===== config.mk =====
export PLATFORM = sky130hd
export DESIGN_NAME = wdt_top
export DESIGN_NICKNAME = d
export VERILOG_FILES = /design/src/verilog/wdt_pkg.sv /design/src/verilog/wdt_top.sv /design/src/verilog/wdt_chain.sv /design/src/verilog/wdt_pulse.sv
export SDC_FILE = /design/constraint.sdc
export NUM_CORES = 1
export LEC_CHECK = 0
export ABC_AREA = 1
export BUFFER_PORTS_ARGS = -buffer_cell sky130_fd_sc_hd__buf_2
export CORE_UTILIZATION = 43
export DETAILED_ROUTE_END_ITERATION = 10
export PLACE_DENSITY_LB_ADDON = 0.2
export SKIP_LAST_GASP = 1
export SLEW_MARGIN = 25
export SYNTH_ARGS = -nofsm -noshare
export SYNTH_HDL_FRONTEND = slang
export SYNTH_SLANG_ARGS = --single-unit

===== constraint.sdc =====
create_clock -name clk -period 3.1 [get_ports clk]
set_input_delay 0.155 -clock clk [delete_from_list [all_inputs] [get_ports clk]]
set_output_delay 0.155 -clock clk [all_outputs]
set_load 0.01 [all_outputs]

===== src/verilog/wdt_pkg.sv =====
// Shared constants and types for the watchdog timeout unit.
// What this block does
// - Six-bit counter behind twelve-bit prescaler, oscillator clocked.
// - Overflow after limit cycles, chosen by rate.
// - Any service write clears counter, prescaler stages 4-12.
// - Service read returns reset vector low byte.
// - Timeout drives reset pin low 32 cycles, flags.
// - Monitor mode high voltage on either pin disables.
// - Break state high voltage on reset pin disables.
// - Stop clears prescaler; stop mode freezes the count.
// - Power-on logic clears prescaler after 4096 cycles.
// - Internal reset clears prescaler and counter.
// - Reset vector fetch clears the prescaler.
// - Disable and rate inputs follow configuration bits.
// - Counting continues in wait mode.
// - Timeout resets and flags; irq raised for flags enabled in the mask.
// - High voltage removed in monitor asserts enable output.
package wdt_pkg;

    localparam int unsigned CNT_W  = 18;
    localparam int unsigned PRE_W  = 12;
    localparam int unsigned SVC_LO = 3;
    localparam int unsigned ST_W   = 2;

    localparam logic [15:0] ADDR_SERVICE = 16'hFFFF;
    localparam logic [15:0] ADDR_STATUS  = 16'hFF00;
    localparam logic [15:0] ADDR_MASK    = 16'hFF01;
    localparam logic [15:0] ADDR_COUNT   = 16'hFF02;
    localparam logic [15:0] ADDR_STATE   = 16'hFF03;

    localparam int unsigned ST_TIMEOUT = 0;
    localparam int unsigned ST_SERVICE = 1;

    localparam logic [17:0] LIMIT_SHORT = 18'h01FF0;
    localparam logic [17:0] LIMIT_LONG  = 18'h3FFF0;
    localparam logic [12:0] POR_CYC     = 13'h1000;
    localparam logic [4:0]  PULSE_LAST  = 5'h1F;

    typedef struct packed {
        logic        rd;
        logic        wr;
        logic [15:0] addr;
        logic [7:0]  wdata;
    } wdt_bus_t;

    typedef struct packed {
        logic monitor_mode;
        logic break_state;
        logic hv_reset_pin;
        logic hv_irq_pin;
        logic stop_mode;
        logic stop_exec;
    } wdt_mode_t;

    typedef enum logic [1:0] {
        WDT_IDLE  = 2'b00,
        WDT_DRIVE = 2'b01
    } wdt_pulse_st_t;

    typedef struct packed {
        logic [17:0] count;
        logic        tmo;
    } wdt_chain_st_t;

    typedef struct packed {
        wdt_pulse_st_t fsm;
        logic [4:0]    cnt;
        logic          drive;
    } wdt_pulse_reg_t;

    typedef struct packed {
        logic [1:0]  status;
        logic [1:0]  mask;
        logic [7:0]  rdata;
        logic [12:0] por_cnt;
        logic        por_done;
        logic        enable;
        logic        irq;
        logic        pin_level;
    } wdt_top_st_t;

endpackage


===== src/verilog/wdt_top.sv =====
// Watchdog timeout unit with its register port and reset pin drive.
//
// Implementation choice: the plain strobed port.
`timescale 1ns/100ps
module wdt_top
#(
    parameter logic [17:0] TIMEOUT_SHORT = wdt_pkg::LIMIT_SHORT,
    parameter logic [17:0] TIMEOUT_LONG  = wdt_pkg::LIMIT_LONG
)
(
    // Clock and reset.
    input  wire logic              clk,
    input  wire logic              rst,
    // Register port.
    input  wire wdt_pkg::wdt_bus_t bus,
    output logic [7:0]             rdata,
    // Reset vector low byte at the service address.
    input  wire logic [7:0]        reset_vector_low,
    // Configuration bits.
    input  wire logic              watchdog_disable,
    input  wire logic              long_timeout_select,
    // Operating modes and pin levels.
    input  wire wdt_pkg::wdt_mode_t mode,
    input  wire logic              internal_reset,
    input  wire logic              vector_fetch,
    // Reset pin, open drain.
    output logic                   reset_pin_out,
    output logic                   reset_pin_oe,
    // Status outputs.
    output logic                   watchdog_reset,
    output logic                   watchdog_enable,
    output logic                   irq
);

    ////////////////////////////////////////////////////////////////////////
    // Declarations.

    wdt_pkg::wdt_top_st_t st;
    wdt_pkg::wdt_top_st_t next_st;

    logic [17:0] count;
    logic        tmo;
    logic        drive;
    logic        svc_wr;
    logic        sts_wr;
    logic        por_clr;
    logic        clr_pre;
    logic        run;
    logic        disable_now;
    logic [1:0]  st_set;
    logic [1:0]  st_clr;

    ////////////////////////////////////////////////////////////////////////
    // Parameter checks.

    if (TIMEOUT_SHORT <= {13'h0000, wdt_pkg::PULSE_LAST} + 18'h00001
        || TIMEOUT_LONG < TIMEOUT_SHORT)
    begin : g_bad_limits
        $error("Timeout limits must exceed the pulse and be ordered.");
    end

    ////////////////////////////////////////////////////////////////////////
    // Address decode.

    function automatic logic wr_hit(input wdt_pkg::wdt_bus_t b,
                                    input logic [15:0]       a);
        return b.wr && (b.addr == a);
    endfunction

    ////////////////////////////////////////////////////////////////////////
    // Chain and pulse.

    wdt_chain
    #(
        .LIM_SHORT (TIMEOUT_SHORT),
        .LIM_LONG  (TIMEOUT_LONG)
    )
    u_chain
    (
        .clk      (clk),
        .rst      (rst),
        .run      (run),
        .long_sel (long_timeout_select),
        .clr_pre  (clr_pre),
        .clr_svc  (svc_wr),
        .clr_all  (internal_reset),
        .count    (count),
        .tmo      (tmo)
    );

    wdt_pulse u_pulse
    (
        .clk   (clk),
        .rst   (rst),
        .start (tmo),
        .drive (drive)
    );

    ////////////////////////////////////////////////////////////////////////
    // Control terms.

    always_comb
    begin
        svc_wr = wr_hit(bus, wdt_pkg::ADDR_SERVICE);
        sts_wr = wr_hit(bus, wdt_pkg::ADDR_STATUS);
        por_clr = !st.por_done &&
                  (st.por_cnt == wdt_pkg::POR_CYC - 13'h0001);
        clr_pre = mode.stop_exec || vector_fetch || por_clr;
        disable_now = watchdog_disable
                    || (mode.monitor_mode
                        && (mode.hv_reset_pin || mode.hv_irq_pin))
                    || (mode.break_state && mode.hv_reset_pin);
        run = st.enable && !mode.stop_mode;
        st_set = '0;
        st_set[wdt_pkg::ST_TIMEOUT] = tmo;
        st_set[wdt_pkg::ST_SERVICE] = svc_wr;
        st_clr = sts_wr ? bus.wdata[1:0] : 2'h0;
    end

    ////////////////////////////////////////////////////////////////////////
    // Next state.

    always_comb
    begin
        next_st = st;
        next_st.enable = !disable_now;
        next_st.pin_level = 1'b0;
        if (!st.por_done)
        begin
            if (por_clr)
            begin
                next_st.por_done = 1'b1;
            end
            else
            begin
                next_st.por_cnt = st.por_cnt + 13'h0001;
            end
        end
        next_st.status = (st.status & ~st_clr) | st_set;
        if (wr_hit(bus, wdt_pkg::ADDR_MASK))
        begin
            next_st.mask = bus.wdata[1:0];
        end
        next_st.irq = |(next_st.status & next_st.mask);
        next_st.rdata = 8'h00;
        if (bus.rd)
        begin
            unique case (bus.addr)
                wdt_pkg::ADDR_SERVICE:
                begin
                    next_st.rdata = reset_vector_low;
                end
                wdt_pkg::ADDR_STATUS:
                begin
                    next_st.rdata = {6'h00, st.status};
                end
                wdt_pkg::ADDR_MASK:
                begin
                    next_st.rdata = {6'h00, st.mask};
                end
                wdt_pkg::ADDR_COUNT:
                begin
                    next_st.rdata = {2'h0, count[17:wdt_pkg::PRE_W]};
                end
                wdt_pkg::ADDR_STATE:
                begin
                    next_st.rdata = {5'h00, drive, long_timeout_select,
                                     st.enable};
                end
                default:
                begin
                    next_st.rdata = 8'h00;
                end
            endcase
        end
    end

    always_ff @(posedge clk)
    begin
        if (rst)
        begin
            st <= '0;
        end
        else
        begin
            st <= next_st;
        end
    end

    ////////////////////////////////////////////////////////////////////////
    // Outputs.

    assign rdata           = st.rdata;
    assign reset_pin_out   = st.pin_level;
    assign reset_pin_oe    = drive;
    assign watchdog_reset  = drive;
    assign watchdog_enable = st.enable;
    assign irq             = st.irq;

    ////////////////////////////////////////////////////////////////////////
    // Assertions.

    a_timeout_point: assert property (
        @(posedge clk) disable iff (rst)
        (run && !clr_pre && !svc_wr && !internal_reset
         && count == (long_timeout_select ? TIMEOUT_LONG : TIMEOUT_SHORT)
                     - 18'h00001)
        |=> tmo)
        else $error("Timeout missed at the limit.");

    a_service_clear: assert property (
        @(posedge clk) disable iff (rst)
        svc_wr |=> (count[17:3] == 15'h0000))
        else $error("Service write did not clear the count.");

    a_read_vector: assert property (
        @(posedge clk) disable iff (rst)
        (bus.rd && bus.addr == wdt_pkg::ADDR_SERVICE)
        |=> (rdata == $past(reset_vector_low)))
        else $error("Service read did not return the vector.");

    a_pulse_length: assert property (
        @(posedge clk) disable iff (rst)
        $rose(reset_pin_oe) |-> reset_pin_oe[*8] ##24 reset_pin_oe
                                ##1 !reset_pin_oe)
        else $error("Reset pin pulse is not 32 cycles.");

    a_timeout_flag: assert property (
        @(posedge clk) disable iff (rst)
        tmo |=> (st.status[0] && reset_pin_oe && !reset_pin_out))
        else $error("Timeout did not flag and drive the pin.");

    a_monitor_off: assert property (
        @(posedge clk) disable iff (rst)
        (mode.monitor_mode && (mode.hv_irq_pin || mode.hv_reset_pin))
        |=> !watchdog_enable)
        else $error("Watchdog ran in monitor mode.");

    a_break_off: assert property (
        @(posedge clk) disable iff (rst)
        (mode.break_state && mode.hv_reset_pin) |=> !watchdog_enable)
        else $error("Watchdog ran in break state.");

    a_stop_freeze: assert property (
        @(posedge clk) disable iff (rst)
        (mode.stop_mode && !clr_pre && !svc_wr && !internal_reset)
        |=> $stable(count))
        else $error("Count moved in stop mode.");

    a_prescale_clear: assert property (
        @(posedge clk) disable iff (rst)
        (clr_pre && !internal_reset) |=> (count[11:0] == 12'h000))
        else $error("Prescaler not cleared.");

    a_internal_reset: assert property (
        @(posedge clk) disable iff (rst)
        internal_reset |=> (count == 18'h00000))
        else $error("Internal reset did not clear the chain.");

    a_enable_output: assert property (
        @(posedge clk) disable iff (rst)
        (mode.monitor_mode && !mode.hv_irq_pin && !mode.hv_reset_pin
         && !watchdog_disable && !mode.break_state) |=> watchdog_enable)
        else $error("Enable output not asserted.");

    a_disable_high: assert property (
        @(posedge clk) disable iff (rst)
        watchdog_disable |=> !watchdog_enable)
        else $error("Disable input did not stop the watchdog.");

    a_disable_hold: assert property (
        @(posedge clk) disable iff (rst)
        (!watchdog_enable && !clr_pre && !svc_wr && !internal_reset)
        |=> $stable(count))
        else $error("Count moved while disabled.");

    a_count_step: assert property (
        @(posedge clk) disable iff (rst)
        (run && !clr_pre && !svc_wr && !internal_reset
         && count != (long_timeout_select ? TIMEOUT_LONG : TIMEOUT_SHORT)
                     - 18'h00001)
        |=> (count == $past(count) + 18'h00001))
        else $error("Count did not step while running.");

    a_pulse_middle: assert property (
        @(posedge clk) disable iff (rst)
        $rose(reset_pin_oe) |-> ##8 reset_pin_oe[*8] ##1 reset_pin_oe[*8]
                                ##1 reset_pin_oe[*7])
        else $error("Reset pin pulse broke off early.");

    a_status_sticky: assert property (
        @(posedge clk) disable iff (rst)
        (st.status[wdt_pkg::ST_TIMEOUT]
         && !(sts_wr && bus.wdata[wdt_pkg::ST_TIMEOUT]))
        |=> st.status[wdt_pkg::ST_TIMEOUT])
        else $error("Timeout flag lost without a clear.");

    a_status_clear: assert property (
        @(posedge clk) disable iff (rst)
        (sts_wr && bus.wdata[wdt_pkg::ST_TIMEOUT] && !tmo)
        |=> !st.status[wdt_pkg::ST_TIMEOUT])
        else $error("Timeout flag not cleared by a one.");

    a_service_flag: assert property (
        @(posedge clk) disable iff (rst)
        svc_wr |=> st.status[wdt_pkg::ST_SERVICE])
        else $error("Service write not flagged.");

    a_read_status: assert property (
        @(posedge clk) disable iff (rst)
        (bus.rd && bus.addr == wdt_pkg::ADDR_STATUS)
        |=> (rdata == {6'h00, $past(st.status)}))
        else $error("Status read returned the wrong value.");

    a_rdata_idle: assert property (
        @(posedge clk) disable iff (rst)
        !bus.rd |=> (rdata == 8'h00))
        else $error("Read data shown without a read.");

    a_idle_off: assert property (
        @(posedge clk) disable iff (rst)
        !watchdog_enable |=> !tmo)
        else $error("Timeout while the watchdog was off.");

    a_stop_quiet: assert property (
        @(posedge clk) disable iff (rst)
        mode.stop_mode |=> !tmo)
        else $error("Timeout while in stop mode.");

    a_stop_clear: assert property (
        @(posedge clk) disable iff (rst)
        (mode.stop_exec && !internal_reset)
        |=> (count[wdt_pkg::PRE_W-1:0] == '0))
        else $error("Stop did not clear the prescaler.");

    a_vector_clear: assert property (
        @(posedge clk) disable iff (rst)
        (vector_fetch && !internal_reset)
        |=> (count[wdt_pkg::PRE_W-1:0] == '0))
        else $error("Vector fetch did not clear the prescaler.");

    a_long_limit: assert property (
        @(posedge clk) disable iff (rst)
        (run && long_timeout_select && TIMEOUT_SHORT < TIMEOUT_LONG
         && count == TIMEOUT_SHORT - 18'h00001)
        |=> !tmo)
        else $error("Short limit fired with long timeout selected.");

endmodule


===== src/verilog/wdt_chain.sv =====
// Prescaler and timeout counter chain of the watchdog.
`timescale 1ns/100ps
module wdt_chain
#(
    parameter logic [17:0] LIM_SHORT = wdt_pkg::LIMIT_SHORT,
    parameter logic [17:0] LIM_LONG  = wdt_pkg::LIMIT_LONG
)
(
    // Clock and reset.
    input  wire logic        clk,
    input  wire logic        rst,
    // Control.
    input  wire logic        run,
    input  wire logic        long_sel,
    input  wire logic        clr_pre,
    input  wire logic        clr_svc,
    input  wire logic        clr_all,
    // State.
    output logic [17:0]      count,
    output logic             tmo
);

    wdt_pkg::wdt_chain_st_t st;
    wdt_pkg::wdt_chain_st_t next_st;
    logic [17:0]            limit;

    if (LIM_SHORT < 18'h00002 || LIM_LONG < LIM_SHORT)
    begin : g_bad
        $error("Timeout limits out of range.");
    end

    always_comb
    begin
        next_st = st;
        next_st.tmo = 1'b0;
        limit = long_sel ? LIM_LONG : LIM_SHORT;
        if (clr_all)
        begin
            next_st.count = '0;
        end
        else if (clr_pre || clr_svc)
        begin
            if (clr_pre)
            begin
                next_st.count[wdt_pkg::PRE_W-1:0] = '0;
            end
            if (clr_svc)
            begin
                next_st.count[17:wdt_pkg::SVC_LO] = '0;
            end
        end
        else if (run)
        begin
            if (st.count == limit - 18'h00001)
            begin
                next_st.count = '0;
                next_st.tmo = 1'b1;
            end
            else
            begin
                next_st.count = st.count + 18'h00001;
            end
        end
    end

    always_ff @(posedge clk)
    begin
        if (rst)
        begin
            st <= '0;
        end
        else
        begin
            st <= next_st;
        end
    end

    assign count = st.count;
    assign tmo   = st.tmo;

endmodule


===== src/verilog/wdt_pulse.sv =====
// Stretcher that holds the reset pin low after a timeout.
`timescale 1ns/100ps
module wdt_pulse
(
    // Clock and reset.
    input  wire logic clk,
    input  wire logic rst,
    // Trigger and pin drive.
    input  wire logic start,
    output logic      drive
);

    wdt_pkg::wdt_pulse_reg_t st;
    wdt_pkg::wdt_pulse_reg_t next_st;

    always_comb
    begin
        next_st = st;
        unique case (st.fsm)
            wdt_pkg::WDT_IDLE:
            begin
                if (start)
                begin
                    next_st.fsm = wdt_pkg::WDT_DRIVE;
                    next_st.cnt = '0;
                    next_st.drive = 1'b1;
                end
            end
            wdt_pkg::WDT_DRIVE:
            begin
                if (st.cnt == wdt_pkg::PULSE_LAST)
                begin
                    next_st.fsm = wdt_pkg::WDT_IDLE;
                    next_st.drive = 1'b0;
                end
                else
                begin
                    next_st.cnt = st.cnt + 5'h01;
                end
            end
            default:
            begin
                next_st = '0;
            end
        endcase
    end

    always_ff @(posedge clk)
    begin
        if (rst)
        begin
            st <= '0;
        end
        else
        begin
            st <= next_st;
        end
    end

    assign drive = st.drive;

endmodule


==> flow_summary_export.csv <==
group,metric,value,unit
run_status,outcome,"finished clean",
yosys,syn_area_per_cell,6.51,um^2
power,peakVddDrop,165,uV
layout,finalNetCount,564,
worst_hold_path,holdCritStartpoint,"mode[4]",
yosys,synth_nets,525,
clock_tree,cts.sinks,53,
job,maxCapViolations,0,
clock_tree,clk_pin_slew,100,ps
yosys,synth.yosys.seq_area_share,34.3,%
setup_path,path_max_fanout,13,
floorplan,die_area,7530,um^2
global_route,grt.overflow.total,0,
clock_tree,clkLatencyLatePin,310,ps
sta,final-hold-violation-count,0,
layout,final_common_cell,"nand2_1",
layout,final_area,3480,um^2
setup_path,r2r_setup_slack,980,ps
place,postPlaceCellArea,3330,um^2
layout,layout-drive-gt1-share,14.8,%
setup_path,r2r-end,"st[15]$_SDFFE_PP0P_",
clock_tree,cts-root-buf,"clkbuf_8",
floorplan,coreArea,6870,um^2
yosys,synth_top_family_by_area,"simple AND/OR/NAND/NOR gates",
drt,antenna_left,0,
global_route,grt_pass1_wl,11700,um
place,dpl.hpwl,5070,um
sta,finalWorstSetupSlack,984,ps
drt,routed_wl,6900,um
yosys,ys_types,39,
power,power.leakage,0.00145,uW
worst_hold_path,hold_class,"in2reg",
global_route,grt_pass1_vias,2692,
drt,drc,0,
sta,slew-limit-headroom,52.1,%
sta,fin_crit_sh,68.3,%
worst_hold_path,hold-path-cell-count,2,
sta,rsz0062_at_grt,"false",
sta,skew,7.45,ps
sta,worst_pin_slew,716,ps
power,power.density,385,nW/um^2
yosys,synth_mux_area_share,0,%
layout,layout_common_cells,"nand2_1, nor2_1, inv_1",
clock_tree,cts_setup_buffers,0,
setup_path,cp.arrival,2340,ps
clock_tree,cts_tree,"done",
sta,holdWs,19.5,ps
global_route,grt_max_degree,19,
clock_tree,cts_buffers,5,
setup_path,end_kind,"flop",
setup_path,reg2reg_depth,11,
place,dp_slack,985,ps
drt,wl_per_cell,11.3,um
setup_path,r2r-start,"st[4]$_SDFFE_PP0P_",
clock_tree,cts_resized,0,
setup_path,crit_type,"reg2reg",
floorplan,fp.dieW,86.8,um
layout,antenna-diode-count,0,
yosys,ys_ff_latch,53,
setup_path,startpoint,"st[4]$_SDFFE_PP0P_",
layout,post-route-util,50.6,%
drt,dr_total_vias,2980,
layout,area_growth,12.5,%
place,io_buffers,51,
setup_path,startpoint_type,"flop",
yosys,syn_area,3090,um^2
yosys,synthArstFlopShare,0,%
sta,max_freq,473,MHz
sta,tns,0,ps
drt,drt-pass1-iter-count,4,
floorplan,initial_core_util,45.0,%
floorplan,row_count,30,
sta,period_minus_slack,2120,ps
yosys,synth_edf_count,0,
yosys,synth_simple_gate_area_share,37.0,%
place,place_congestion,0.939,
yosys,synthAdderAreaFrac,1.62,%
setup_path,crit_required,3320,ps
yosys,yosys_warnings,0,
drt,vias_per_cell,4.88,
clock_tree,h-tree-depth,2,
yosys,synthXorXnorAreaFrac,2.55,%
yosys,synth_ff_type,"dfxtp_1",
worst_hold_path,hold_end,"watchdog_enable$_SDFF_PP0_",
yosys,synth_compound_area_share,12.4,%
clock_tree,ctsLongestPathBuffers,2,
layout,fillCellCount,698,
yosys,synth_cells,475,
floorplan,io_pins,59,
drt,first_iter_violations,212,
global_route,antenna_found_initial,0,
floorplan,die_h,86.8,um
sta,slew_violations,0,
global_route,track_usage,19.5,%
sta,final-setup-viol-count,0,
cell families (layout without fill, tap and decap cells):
kind of cell / Yosys count / count (layout)
compound gates: 68 / 68
xor+xnor: 9 / 9
fa+ha+maj: 4 / 4
buf+inv: 82 / 122
flops: 53 / 53
other cells: 1 / 1
simple gates: 258 / 258
routing by layer:
metal  routed length (um)  share of wire (%)  vias to the layer above  GRT usage (%)
li1                     -                  -                     1590              -
met1                 3240                 47                     1291           23.9
met2                 3190                 46                       93           34.5
met3                  400                5.8                        6           3.90
met4                   69                1.0                        0           5.15
met5                    0                  0                        -              0
registers in the layout (all words and copies together) (netlist names):
name	flops
u_chain.tmo	1
irq	1
st	18
u_chain.count	18
u_pulse.st	6
watchdog_enable	1
rdata	8
critical path, cell delays in order (launching register included):
cell and delay (ps):
dfxtp_1 350, ha_1 220, nand2_1 80, nor2_1 60, nand2_1 100, nor2_1 50, nor2_1 540, nand3_1 250
nor2_1 200, nand2_1 70, nand2_1 60, nor2_1 40
synthesized netlist by cell type (all sizes together), types with 2 or more instances:
library cell	n	share of area [%]
nor3	5	0.81
xor2	8	2.3
nand3	51	8.8
buf	16	3.9
nor4	2	0.40
ha	4	1.6
clkbuf	4	0.53
nand4	8	2.1
o21a	3	0.73
nand2	116	14
inv	62	7.5
dfxtp	53	34
a21oi	38	6.8
nor2	74	10
o21ai	22	3.6
through the flow:
| stage | power, uW | std cells |
|---|---|---|
| after floorplan | 743 | 475 |
| after global placement | 778 | 602 |
| after detailed placement | 780 | 602 |
| after CTS | 1350 | 611 |
| after global routing | 1380 | 611 |
| final | 1340 | 611 |
worst max path at each step:
stage | to | slack (ps)
after CTS | st[15]$_SDFFE_PP0P_ | 980
after floorplan | st[10]$_SDFFE_PP0P_ | 1550
final | st[15]$_SDFFE_PP0P_ | 980
after detailed placement | st[15]$_SDFFE_PP0P_ | 980
after global placement | st[15]$_SDFFE_PP0P_ | 1070
after global routing | st[15]$_SDFFE_PP0P_ | 770
report_power, final:
part,total [uW],internal (uW),switching (uW)
Clock,572,325,247
Combinational,77.4,31.6,45.8
Sequential,688,684,3.18
repair_timing:
action	in CTS	in global routing
endpoints found under the hold margin	1	0
hold buffers	1	0
endpoints found under the setup margin	0	0
layout make-up:
class                           count  area (um^2)  area share (%)
Clock buffer                        5         68.8            1.98
Clock inverter                      3         68.8            1.98
Inverter                           62          233            6.69
Multi-Input combinational cell    340         1660            47.8
Sequential cell                    53         1060            30.5
Tap cell                           96          120            3.45
Timing Repair Buffer               52          265            7.63
No activity file was read; power rests on OpenSTA's default activity.
